--- src/core/rtc_pkg.sv ---
package rtc_pkg;

	// Crystal time base and hundredths generation
	localparam int          XTAL_HZ           = 32768;
	localparam int          TRIM_WINDOW_SEC   = 15;
	localparam logic [18:0] TRIM_WINDOW_TICKS = 19'(XTAL_HZ * TRIM_WINDOW_SEC);
	localparam logic [16:0] XTAL_MOD          = 17'h08000;
	localparam logic [16:0] ACC_STEP          = 17'h00064;
	localparam logic [16:0] ACC_STEP_FAST     = 17'h000C8;
	localparam logic [16:0] ACC_STEP_NONE     = 17'h00000;
	localparam int          FREQ_DIV_BITS     = 6;
	localparam logic [7:0]  HUND_MAX          = 8'h99;

	// Register indices; byte address is four times the index
	localparam logic [5:0] IDX_SEC      = 6'h00;
	localparam logic [5:0] IDX_YEAR     = 6'h06;
	localparam logic [5:0] IDX_CTRL     = 6'h07;
	localparam logic [5:0] IDX_LPM      = 6'h08;
	localparam logic [5:0] IDX_STAT     = 6'h0B;
	localparam logic [5:0] IDX_SUBSEC   = 6'h1F;
	localparam logic [5:0] IDX_IRQ_STAT = 6'h20;
	localparam logic [5:0] IDX_IRQ_MASK = 6'h21;

	// Field positions
	localparam int CTRL_OUT_BIT    = 7;
	localparam int CTRL_FREQ_BIT   = 6;
	localparam int TRIM_SIGN_BIT   = 5;
	localparam int LPM_BIT         = 5;
	localparam int STAT_SEAL_BIT   = 5;
	localparam int STAT_BACKUP_BIT = 1;
	localparam int STAT_FAIL_BIT   = 0;
	localparam int IRQ_TO_BACKUP   = 0;
	localparam int IRQ_TO_MAIN     = 1;
	localparam int IRQ_SECOND      = 2;
	localparam int IRQ_W           = 3;

	localparam logic [7:0] CTRL_RESET = 8'h80;

	// Calendar fields, index 0 seconds .. 6 year
	localparam logic [2:0] F_SEC   = 3'h0;
	localparam logic [2:0] F_MIN   = 3'h1;
	localparam logic [2:0] F_HOUR  = 3'h2;
	localparam logic [2:0] F_DOW   = 3'h3;
	localparam logic [2:0] F_DATE  = 3'h4;
	localparam logic [2:0] F_MONTH = 3'h5;
	localparam logic [2:0] F_YEAR  = 3'h6;

	localparam logic [6:0][7:0] FIELD_MASK = {8'hFF, 8'h1F, 8'h3F, 8'h07, 8'h3F, 8'h7F, 8'h7F};
	localparam logic [6:0][7:0] TIME_RESET = {8'h00, 8'h01, 8'h01, 8'h01, 8'h00, 8'h00, 8'h00};

	localparam logic [7:0] SEC_MAX   = 8'h59;
	localparam logic [7:0] HOUR_MAX  = 8'h23;
	localparam logic [7:0] DOW_MAX   = 8'h07;
	localparam logic [7:0] MONTH_MAX = 8'h12;
	localparam logic [7:0] YEAR_MAX  = 8'h99;
	localparam logic [7:0] FIRST_ONE = 8'h01;
	localparam logic [7:0] FEB       = 8'h02;
	localparam logic [7:0] APR       = 8'h04;
	localparam logic [7:0] JUN       = 8'h06;
	localparam logic [7:0] SEP       = 8'h09;
	localparam logic [7:0] NOV       = 8'h11;
	localparam logic [7:0] DAYS_28   = 8'h28;
	localparam logic [7:0] DAYS_29   = 8'h29;
	localparam logic [7:0] DAYS_30   = 8'h30;
	localparam logic [7:0] DAYS_31   = 8'h31;

	// Synchronised comparator inputs
	localparam int CMP_BELOW_BACKUP = 0;
	localparam int CMP_BELOW_TRIP   = 1;
	localparam int CMP_ABOVE_BACKUP = 2;
	localparam int CMP_ABOVE_TRIP   = 3;

	typedef enum logic [1:0] {
		PWR_MAIN       = 2'b00,
		PWR_BACKUP     = 2'b01,
		PWR_SEAL_ARMED = 2'b10,
		PWR_SEAL_OFF   = 2'b11
	} pwr_state_t;

	function automatic logic [7:0] bcd_inc(input logic [7:0] v);
		if (v[3:0] == 4'h9) begin
			bcd_inc = {v[7:4] + 4'h1, 4'h0};
		end else begin
			bcd_inc = {v[7:4], v[3:0] + 4'h1};
		end
	endfunction : bcd_inc

endpackage : rtc_pkg

--- src/core/cal_if.sv ---
interface cal_if;
	logic            sec_tick;
	logic            wr;
	logic [2:0]      wr_idx;
	logic [7:0]      wr_data;
	logic [6:0][7:0] time_bcd;

	modport ctl (output sec_tick, output wr, output wr_idx, output wr_data, input time_bcd);
	modport cal (input sec_tick, input wr, input wr_idx, input wr_data, output time_bcd);
endinterface : cal_if

--- src/core/rtc_core.sv ---
// How it works
// - Calendar valid through 2099 with automatic February 29 in leap years.
// - Hour counter runs 00 to 23 only, no AM/PM form.
// - Short months roll into next month instead of reaching invalid dates.
// - After total power loss time stays still until a time register write.
// - Sub-second counter runs after total loss but carries nothing until written.
// - Crystal time base drives sub-second through year counters.
// - Frequency/logic pin chooses 512Hz or static level from two control bits.
// - Frequency/logic pin is open drain: pull low or release only.
// - Bus access is ignored while running from backup supply.
// - Timekeeping and the output pin keep working in backup mode.
// - Total power fail flag in status register set after powering up from loss.
// - Normal switching to backup needs main below backup and below trip.
// - Return to main when above backup or above trip plus hysteresis.
// - Low-power switching bit drops trip monitoring, switches on backup compare only.
// - Sealed device draws no backup current until main supply is applied.
// - Writing one to seal re-arm bit returns device to sealed state.
// - Digital trim shifts counting rate between -63.0696ppm and +126.139ppm.
//
// Design decisions made here: the placing of the registers and register access over Wishbone.
module rtc_core (
	input  wire logic        clk_i,
	input  wire logic        rst_i,
	input  wire logic [7:0]  adr_i,
	input  wire logic [31:0] dat_i,
	output wire logic [31:0] dat_o,
	input  wire logic        we_i,
	input  wire logic [3:0]  sel_i,
	input  wire logic        cyc_i,
	input  wire logic        stb_i,
	output wire logic        ack_o,
	input  wire logic        xtal_i,
	input  wire logic        main_below_backup_i,
	input  wire logic        main_below_trip_i,
	input  wire logic        main_above_backup_i,
	input  wire logic        main_above_trip_i,
	output wire logic        freq_or_logic_out_pin_o,
	output wire logic        freq_or_logic_out_pin_oe_o,
	output wire logic        backup_mode_o,
	output wire logic        sealed_o,
	output wire logic        irq_o
);

	typedef struct packed {
		logic                     xs1;
		logic                     xs2;
		logic                     xs3;
		logic [3:0]               cs1;
		logic [3:0]               cs2;
		logic [16:0]              acc;
		logic [7:0]               hund;
		logic [5:0]               div;
		logic [18:0]              win;
		logic [5:0]               trim_left;
		logic                     trim_pos;
		rtc_pkg::pwr_state_t      pwr;
		logic                     running;
		logic                     fail;
		logic [7:0]               ctrl;
		logic                     lpm;
		logic [rtc_pkg::IRQ_W-1:0] ist;
		logic [rtc_pkg::IRQ_W-1:0] imask;
		logic                     ack;
		logic [31:0]              dat;
	} core_state_t;

	core_state_t s;
	core_state_t next_s;

	cal_if cal_bus ();

	rtc_calendar calendar (
		.clk_i (clk_i),
		.rst_i (rst_i),
		.cal   (cal_bus.cal)
	);

	logic        sec_tick;
	logic        cal_wr;
	logic [2:0]  cal_idx;
	logic [7:0]  cal_data;

	assign cal_bus.sec_tick = sec_tick;
	assign cal_bus.wr       = cal_wr;
	assign cal_bus.wr_idx   = cal_idx;
	assign cal_bus.wr_data  = cal_data;

	function automatic logic [5:0] trim_steps(input logic [7:0] ctrl);
		// Fast side counts double so the range spans -31..+62 steps of one tick per window
		if (ctrl[rtc_pkg::TRIM_SIGN_BIT]) begin
			trim_steps = {ctrl[4:0], 1'b0};
		end else begin
			trim_steps = {1'b0, ctrl[4:0]};
		end
	endfunction : trim_steps

	always_comb begin
		logic                      xedge;
		logic                      powered;
		logic                      bus_on;
		logic                      go_backup;
		logic                      go_main;
		logic                      req;
		logic                      wr;
		logic [5:0]                idx;
		logic [16:0]               step;
		logic [16:0]               sum;
		logic [rtc_pkg::IRQ_W-1:0] ev;
		logic [7:0]                rd;
		xedge     = 1'b0;
		powered   = 1'b0;
		bus_on    = 1'b0;
		go_backup = 1'b0;
		go_main   = 1'b0;
		req       = 1'b0;
		wr        = 1'b0;
		idx       = 6'h00;
		step      = rtc_pkg::ACC_STEP;
		sum       = 17'h00000;
		ev        = '0;
		rd        = 8'h00;
		sec_tick  = 1'b0;
		cal_wr    = 1'b0;
		cal_idx   = 3'h0;
		cal_data  = 8'h00;
		next_s    = s;

		// Crystal and comparators come from outside this clock: two flops first
		next_s.xs1 = xtal_i;
		next_s.xs2 = s.xs1;
		next_s.xs3 = s.xs2;
		next_s.cs1 = {main_above_trip_i, main_above_backup_i, main_below_trip_i,
		              main_below_backup_i};
		next_s.cs2 = s.cs1;

		xedge   = s.xs2 & ~s.xs3;
		powered = (s.pwr != rtc_pkg::PWR_SEAL_OFF);
		bus_on  = (s.pwr == rtc_pkg::PWR_MAIN) || (s.pwr == rtc_pkg::PWR_SEAL_ARMED);

		// Time base keeps running in backup mode, only a sealed-off device stops
		if (xedge && powered) begin
			next_s.div = s.div + 6'h01;
			if (s.trim_left != 6'h00) begin
				next_s.trim_left = s.trim_left - 6'h01;
				step = s.trim_pos ? rtc_pkg::ACC_STEP_FAST : rtc_pkg::ACC_STEP_NONE;
			end
			if (s.win == rtc_pkg::TRIM_WINDOW_TICKS - 19'h00001) begin
				next_s.win       = 19'h00000;
				next_s.trim_left = trim_steps(s.ctrl);
				next_s.trim_pos  = s.ctrl[rtc_pkg::TRIM_SIGN_BIT];
			end else begin
				next_s.win = s.win + 19'h00001;
			end
			// Fractional accumulator: 100 hundredths per 32768 crystal ticks
			sum = s.acc + step;
			if (sum >= rtc_pkg::XTAL_MOD) begin
				next_s.acc = sum - rtc_pkg::XTAL_MOD;
				if (s.hund == rtc_pkg::HUND_MAX) begin
					next_s.hund = 8'h00;
					sec_tick    = s.running;
				end else begin
					next_s.hund = rtc_pkg::bcd_inc(s.hund);
				end
			end else begin
				next_s.acc = sum;
			end
		end

		// Supply switchover
		go_backup = s.cs2[rtc_pkg::CMP_BELOW_BACKUP] &&
		            (s.lpm || s.cs2[rtc_pkg::CMP_BELOW_TRIP]);
		go_main   = s.cs2[rtc_pkg::CMP_ABOVE_BACKUP] ||
		            (!s.lpm && s.cs2[rtc_pkg::CMP_ABOVE_TRIP]);
		case (s.pwr)
			rtc_pkg::PWR_MAIN: begin
				if (go_backup) begin
					next_s.pwr                  = rtc_pkg::PWR_BACKUP;
					ev[rtc_pkg::IRQ_TO_BACKUP] = 1'b1;
				end
			end
			rtc_pkg::PWR_BACKUP: begin
				if (go_main) begin
					next_s.pwr                = rtc_pkg::PWR_MAIN;
					ev[rtc_pkg::IRQ_TO_MAIN] = 1'b1;
				end
			end
			rtc_pkg::PWR_SEAL_ARMED: begin
				if (go_backup) begin
					next_s.pwr = rtc_pkg::PWR_SEAL_OFF;
				end
			end
			rtc_pkg::PWR_SEAL_OFF: begin
				if (go_main) begin
					next_s.pwr                = rtc_pkg::PWR_MAIN;
					ev[rtc_pkg::IRQ_TO_MAIN] = 1'b1;
				end
			end
			default: begin
				next_s.pwr = rtc_pkg::PWR_MAIN;
			end
		endcase
		ev[rtc_pkg::IRQ_SECOND] = sec_tick;

		// Wishbone slave: one-cycle ack, registered read data
		req        = cyc_i && stb_i && !s.ack;
		idx        = adr_i[7:2];
		next_s.ack = req;
		wr         = req && we_i && sel_i[0] && bus_on;

		if (idx <= rtc_pkg::IDX_YEAR) begin
			rd = cal_bus.time_bcd[idx[2:0]];
		end else begin
			case (idx)
				rtc_pkg::IDX_CTRL:     rd = s.ctrl;
				rtc_pkg::IDX_LPM:      rd = {2'b00, s.lpm, 5'h00};
				rtc_pkg::IDX_STAT: begin
					rd = 8'h00;
					rd[rtc_pkg::STAT_SEAL_BIT]   = (s.pwr == rtc_pkg::PWR_SEAL_ARMED);
					rd[rtc_pkg::STAT_BACKUP_BIT] = (s.pwr == rtc_pkg::PWR_BACKUP);
					rd[rtc_pkg::STAT_FAIL_BIT]   = s.fail;
				end
				rtc_pkg::IDX_SUBSEC:   rd = s.hund;
				rtc_pkg::IDX_IRQ_STAT: rd = {5'h00, s.ist};
				rtc_pkg::IDX_IRQ_MASK: rd = {5'h00, s.imask};
				default:               rd = 8'h00;
			endcase
		end
		if (req) begin
			next_s.dat = bus_on ? {24'h000000, rd} : 32'h00000000;
		end

		if (wr) begin
			if (idx <= rtc_pkg::IDX_YEAR) begin
				cal_wr         = 1'b1;
				cal_idx        = idx[2:0];
				cal_data       = dat_i[7:0];
				next_s.running = 1'b1;
				next_s.fail    = 1'b0;
			end else begin
				case (idx)
					rtc_pkg::IDX_CTRL: next_s.ctrl = dat_i[7:0];
					rtc_pkg::IDX_LPM:  next_s.lpm  = dat_i[rtc_pkg::LPM_BIT];
					rtc_pkg::IDX_STAT: begin
						// Re-arm only while on main; a switchover in progress takes priority
						if (dat_i[rtc_pkg::STAT_SEAL_BIT] && s.pwr == rtc_pkg::PWR_MAIN &&
						    !go_backup) begin
							next_s.pwr = rtc_pkg::PWR_SEAL_ARMED;
						end
					end
					rtc_pkg::IDX_IRQ_STAT: next_s.ist   = s.ist & ~dat_i[rtc_pkg::IRQ_W-1:0];
					rtc_pkg::IDX_IRQ_MASK: next_s.imask = dat_i[rtc_pkg::IRQ_W-1:0];
					default: begin
					end
				endcase
			end
		end
		// An event in the clearing cycle still sets its bit
		next_s.ist = next_s.ist | ev;
	end

	always_ff @(posedge clk_i) begin
		if (rst_i) begin
			s           <= '0;
			s.pwr       <= rtc_pkg::PWR_MAIN;
			s.ctrl      <= rtc_pkg::CTRL_RESET;
			s.fail      <= 1'b1;
			s.running   <= 1'b0;
		end else begin
			s <= next_s;
		end
	end

	logic pin_level;
	assign pin_level = s.ctrl[rtc_pkg::CTRL_FREQ_BIT] ? s.div[rtc_pkg::FREQ_DIV_BITS-1] :
	                   s.ctrl[rtc_pkg::CTRL_OUT_BIT];

	// Only ever pulls low; a high level is the external pull-up
	assign freq_or_logic_out_pin_o    = 1'b0;
	assign freq_or_logic_out_pin_oe_o = (s.pwr != rtc_pkg::PWR_SEAL_OFF) && !pin_level;
	assign backup_mode_o              = (s.pwr == rtc_pkg::PWR_BACKUP);
	assign sealed_o                   = (s.pwr == rtc_pkg::PWR_SEAL_ARMED) ||
	                                    (s.pwr == rtc_pkg::PWR_SEAL_OFF);
	assign irq_o                      = |(s.ist & s.imask);
	assign ack_o                      = s.ack;
	assign dat_o                      = s.dat;

endmodule : rtc_core

--- src/core/rtc_calendar.sv ---
module rtc_calendar (
	input wire logic clk_i,
	input wire logic rst_i,
	cal_if.cal       cal
);

	typedef struct packed {
		logic [6:0][7:0] t;
	} cal_state_t;

	cal_state_t s;
	cal_state_t next_s;

	function automatic logic [7:0] last_day(input logic [7:0] month, input logic [7:0] year);
		logic [3:0] rem;
		rem = {2'b00, year[4], 1'b0} + year[3:0];
		if (month == rtc_pkg::FEB) begin
			// Tens parity plus ones decides divisibility by four; 2000 counts as leap
			last_day = (rem[1:0] == 2'b00) ? rtc_pkg::DAYS_29 : rtc_pkg::DAYS_28;
		end else if (month == rtc_pkg::APR || month == rtc_pkg::JUN ||
		             month == rtc_pkg::SEP || month == rtc_pkg::NOV) begin
			last_day = rtc_pkg::DAYS_30;
		end else begin
			last_day = rtc_pkg::DAYS_31;
		end
	endfunction : last_day

	always_comb begin
		next_s = s;
		if (cal.wr) begin
			next_s.t[cal.wr_idx] = cal.wr_data & rtc_pkg::FIELD_MASK[cal.wr_idx];
		end else if (cal.sec_tick) begin
			if (s.t[rtc_pkg::F_SEC] != rtc_pkg::SEC_MAX) begin
				next_s.t[rtc_pkg::F_SEC] = rtc_pkg::bcd_inc(s.t[rtc_pkg::F_SEC]);
			end else begin
				next_s.t[rtc_pkg::F_SEC] = 8'h00;
				if (s.t[rtc_pkg::F_MIN] != rtc_pkg::SEC_MAX) begin
					next_s.t[rtc_pkg::F_MIN] = rtc_pkg::bcd_inc(s.t[rtc_pkg::F_MIN]);
				end else begin
					next_s.t[rtc_pkg::F_MIN] = 8'h00;
					if (s.t[rtc_pkg::F_HOUR] != rtc_pkg::HOUR_MAX) begin
						next_s.t[rtc_pkg::F_HOUR] = rtc_pkg::bcd_inc(s.t[rtc_pkg::F_HOUR]);
					end else begin
						next_s.t[rtc_pkg::F_HOUR] = 8'h00;
						if (s.t[rtc_pkg::F_DOW] >= rtc_pkg::DOW_MAX) begin
							next_s.t[rtc_pkg::F_DOW] = rtc_pkg::FIRST_ONE;
						end else begin
							next_s.t[rtc_pkg::F_DOW] = rtc_pkg::bcd_inc(s.t[rtc_pkg::F_DOW]);
						end
						if (s.t[rtc_pkg::F_DATE] < last_day(s.t[rtc_pkg::F_MONTH],
						                                     s.t[rtc_pkg::F_YEAR])) begin
							next_s.t[rtc_pkg::F_DATE] = rtc_pkg::bcd_inc(s.t[rtc_pkg::F_DATE]);
						end else begin
							next_s.t[rtc_pkg::F_DATE] = rtc_pkg::FIRST_ONE;
							if (s.t[rtc_pkg::F_MONTH] >= rtc_pkg::MONTH_MAX) begin
								next_s.t[rtc_pkg::F_MONTH] = rtc_pkg::FIRST_ONE;
								// Two-digit year wraps after 99; 2100 not handled
								if (s.t[rtc_pkg::F_YEAR] == rtc_pkg::YEAR_MAX) begin
									next_s.t[rtc_pkg::F_YEAR] = 8'h00;
								end else begin
									next_s.t[rtc_pkg::F_YEAR] =
										rtc_pkg::bcd_inc(s.t[rtc_pkg::F_YEAR]);
								end
							end else begin
								next_s.t[rtc_pkg::F_MONTH] = rtc_pkg::bcd_inc(s.t[rtc_pkg::F_MONTH]);
							end
						end
					end
				end
			end
		end
	end

	always_ff @(posedge clk_i) begin
		if (rst_i) begin
			s.t <= rtc_pkg::TIME_RESET;
		end else begin
			s <= next_s;
		end
	end

	assign cal.time_bcd = s.t;

endmodule : rtc_calendar

--- config.mk ---
export PLATFORM = sky130hd
export DESIGN_NAME = rtc_core
export DESIGN_NICKNAME = d
export VERILOG_FILES = /design/src/core/rtc_pkg.sv /design/src/core/cal_if.sv /design/src/core/rtc_core.sv /design/src/core/rtc_calendar.sv
export SDC_FILE = /design/constraint.sdc
export NUM_CORES = 1
export LEC_CHECK = 0
export ABC_AREA = 1
export BUFFER_PORTS_ARGS = -buffer_cell sky130_fd_sc_hd__buf_2
export CAP_MARGIN = 20
export CORE_MARGIN = 1
export CORE_UTILIZATION = 35
export CTS_CLUSTER_SIZE = 24
export DETAILED_ROUTE_END_ITERATION = 8
export PLACE_DENSITY = 0.5
export REMOVE_ABC_BUFFERS = 1
export SETUP_SLACK_MARGIN = 0.02
export SLEW_MARGIN = 20
export SYNTH_ARGS = -nofsm -noshare
export SYNTH_HDL_FRONTEND = slang
export SYNTH_SLANG_ARGS = --single-unit
export TNS_END_PERCENT = 1
--- constraint.sdc ---
create_clock -name clk_i -period 9.6 [get_ports clk_i]
set_input_delay 1.92 -clock clk_i [delete_from_list [all_inputs] [get_ports clk_i]]
set_output_delay 1.92 -clock clk_i [all_outputs]
set_load 0.01 [all_outputs]
==> results.md <==
- Clock latency on the worst-skew pair: 450 ps
- Cts repair resizes: 0
- Final Max Slew Viols: 0
- ANT cells: 0
- Outcome: complete, no violations
- Seq cells post-synth: 150
- Initial Util: 0.358
- CTS tree: built
- CP delay by family, top: simple AND/OR/NAND/NOR gates
- Cell depth of the worst setup path: 15
- Die Height: 168 µm
- Leakage power: 4.69 nW
- Required @ worst endpoint: 9980 ps
- Power density cells: 134 nW/µm²
- Sink count of the clock tree: 150
- Via count: 9,135
- Max Freq: 174 MHz
- Crit. End Element: register
- Mapped cell area: 9640 µm²
- I/O pins: 92
- Post-DRT Antenna Nets: 0
- Fill count: 2,902
- Netlist cell types: 56
- Hold Crit Start: next_s[111]
- DRT Pass-1 Iters: 5
- Final Wtd Congestion: 0.884
- Max VDD drop: 0.000109 V
- Number of I/O port buffers: 37
- Crit-path max FO: 20
- Hold buffers post-CTS: 0
- Relative slew margins: 0.391
- Critical Path AT: 6150 ps
- Async S/R FF share, synth: 0
- Yosys warns: 0
- Fraction of layout cells with a size suffix above 1: 0.0943
- Reg2reg start: s[53]
- Seq/Total Area, Yosys: 0.312
- First-pass GRT wire length: 45,000 µm
- Cells after synthesis: 1,422
- Die X: 168 µm
- CTS H-tree depth: 4
- Post-synth EDFFs: 0
- Worst setup SP type: input pin
- Fin. Hold Viols: 0
- Worst Max-Slew Pin Slew: 911 ps
- Hold crit path type: reg2reg
- GRT Overall Usage: 0.206
- Most common flop cell mapped by yosys: dfxtp_1
- Syn-to-layout area delta: 9.91%
- Layout Nets: 1,538
- Top cell by count, worst path: nor2_1
- Post-DP HPWL: 21,100 µm
- Reg clk slew, reported paths: 80 ps
- R2R Setup Slk: 5740 ps
- Largest net degree at the start of global routing: 65
- CTS root buffer: clkbuf_16
- # setup viols final: 0
- Num rows: 60
- CTS max path bufs: 2
- Final Cycle Share: 0.600
- Mean Syn Cell Area: 6.78 µm²
- GRT overflow: 0
- Max incr delay on CP: 720 ps
- Crit path from: adr_i[4]
- Drt drc: 0
- Routed WL: 28,500 µm
- MaxCap Viol Count: 0
- Total power: 1.42 mW
- Worst path slowest cell: nor2_1
- Num CTS Buffers: 17
- Setup bufs post-CTS: 0
- Reg2reg end: calendar.cal.time_bcd[13]
- Critical path endpoint: calendar.cal.time_bcd[13]
- Wirelength per Cell: 15.9 µm
- RSZ-0062 raised after global routing: false
- Crit-path cells: buf_2 > inv_1 > nor2_1 > nor2_1 > inv_2 > nor2_4 > inv_2 > nor2_1 > inv_1 > ha_1 > nand2_1 > o21ai_0 > nand3_2 > o21ai_0 > nor2_1
- Skew final: 12.5 ps
- Worst R2R Path Depth: 22
- Core Area: 27,000 µm²
- Fin crit period: 5760 ps
- Setup Crit Path Kind: in2reg
- Vias/cell: 5.09
- Setup_tns: 0 ps
- DR iter-0 viols: 874
- Number of global-route vias before repair: 8,171
- Buffers plus inverters on the worst setup path: 5
- Initial antenna violation count: 1
- Die area: 28,200 µm²
-- kinds of logic (layout without fill, tap and decap cells) --
family,Yosys count,count (layout),share of synthesized area
compound gates,287,287,0.175
xor+xnor,37,37,0.0344
fa+ha+maj,44,44,0.0571
buf+inv,299,306,0.131
flops,150,150,0.312
other cells,1,25,0.000389
simple gates,604,604,0.291
-- synthesized netlist by cell type (4+ instances only) --
| cell type | n | area share |
|---|---|---|
| nand2_2 | 9 | 0.0058 |
| nor3_2 | 7 | 0.0073 |
| clkbuf_1 | 25 | 0.0097 |
| dfxtp_1 | 150 | 0.31 |
| inv_1 | 221 | 0.086 |
| or2_2 | 5 | 0.0032 |
| nor2_4 | 4 | 0.0047 |
| buf_4 | 34 | 0.026 |
| o21ai_0 | 97 | 0.050 |
| xor2_1 | 24 | 0.022 |
| nor3_1 | 29 | 0.015 |
| a31oi_1 | 5 | 0.0032 |
| a21oi_1 | 72 | 0.037 |
| nor3b_1 | 5 | 0.0039 |
| o221ai_1 | 9 | 0.0082 |
| nand4_1 | 21 | 0.014 |
| a311oi_1 | 4 | 0.0036 |
| xnor2_1 | 12 | 0.011 |
| nand3_1 | 71 | 0.037 |
| inv_2 | 11 | 0.0043 |
| nor2_1 | 191 | 0.074 |
| o22ai_1 | 40 | 0.026 |
| a211oi_1 | 13 | 0.010 |
| o21ai_1 | 10 | 0.0052 |
| nand3_2 | 12 | 0.012 |
| o211ai_1 | 16 | 0.012 |
| buf_1 | 4 | 0.0016 |
| nand2_1 | 224 | 0.087 |
| nor2_2 | 6 | 0.0039 |
| nor4_1 | 5 | 0.0032 |
| nand3b_1 | 4 | 0.0031 |
| ha_1 | 44 | 0.057 |
-- tightest hold or removal path: cells and delay by family, from the launching register on --
family / cells / cell delay [ps]
flops: 1 / 300
buf+inv: 1 / 40
simple gates: 1 / 30
-- where the power goes --
part           leakage [nW]  internal, mW  switching (mW)
clock network         0.288         0.352           0.340
logic                  3.19        0.0237          0.0679
registers              1.21         0.629         0.00526
total                  4.69          1.00           0.413
-- metal layers --
layer  share of wire  track usage  wire length [µm]
met1            0.46        0.271             13100
met2            0.47        0.338             13300
met3           0.047       0.0336              1350
met4           0.025       0.0738               713
met5         0.00046            0                13
-- worst min-delay path by stage --
stage	to	slack, ps	cells after the start
floorplan	next_s[117]	390	2
global placement	s[111]	400	2
detailed placement	s[112]	400	2
CTS	s[112]	410	2
global route	s[112]	420	2
finish	s[111]	410	2
-- sequential cells by signal, indices dropped and copies added, names as in the netlist --
name and count:
s 79, calendar.cal.time_bcd 56, dat_o 8, next_s 6, ack_o 1
-- layout make-up --
class                           instances  area [µm²]  area share
Multi-Input combinational cell        997        5470       0.517
Tap cell                              341         427      0.0403
Sequential cell                       150        3000       0.284
Inverter                              234         878      0.0829
Clock buffer                           17         425      0.0402
Timing Repair Buffer                   40         208      0.0196
Clock inverter                         15         179      0.0169
-- cell usage in the layout (no fill, tap or decap), types with 9 or more instances in the layout --
cell type	Yosys	routed
a211oi_1	13	13
a21oi_1	72	72
buf_2	1	37
clkbuf_16	0	17
conb_1	1	25
dfxtp_1	150	150
ha_1	44	44
inv_1	221	221
inv_2	11	11
nand2_1	224	224
nand2_2	9	9
nand3_1	71	71
nand3_2	12	12
nand4_1	21	21
nor2_1	191	191
nor3_1	29	29
o211ai_1	16	16
o21ai_0	97	97
o21ai_1	10	10
o221ai_1	9	9
o22ai_1	40	40
xnor2_1	12	12
xor2_1	24	24
-- metrics by stage --
stage	setup slack, ps	cell area [µm²]	instances	hold slack, ps	utilization
2_1_floorplan	4980	9350	1381	388	-
3_3_place_gp	3490	9990	1762	396	0.371
3_5_place_dp	3460	9990	1762	395	0.371
4_1_cts	3930	10600	1794	406	0.393
5_1_grt	3430	10600	1794	423	0.393
6_report	3840	10600	1794	405	0.393
Note: power is estimated with default switching activity, not from simulation.
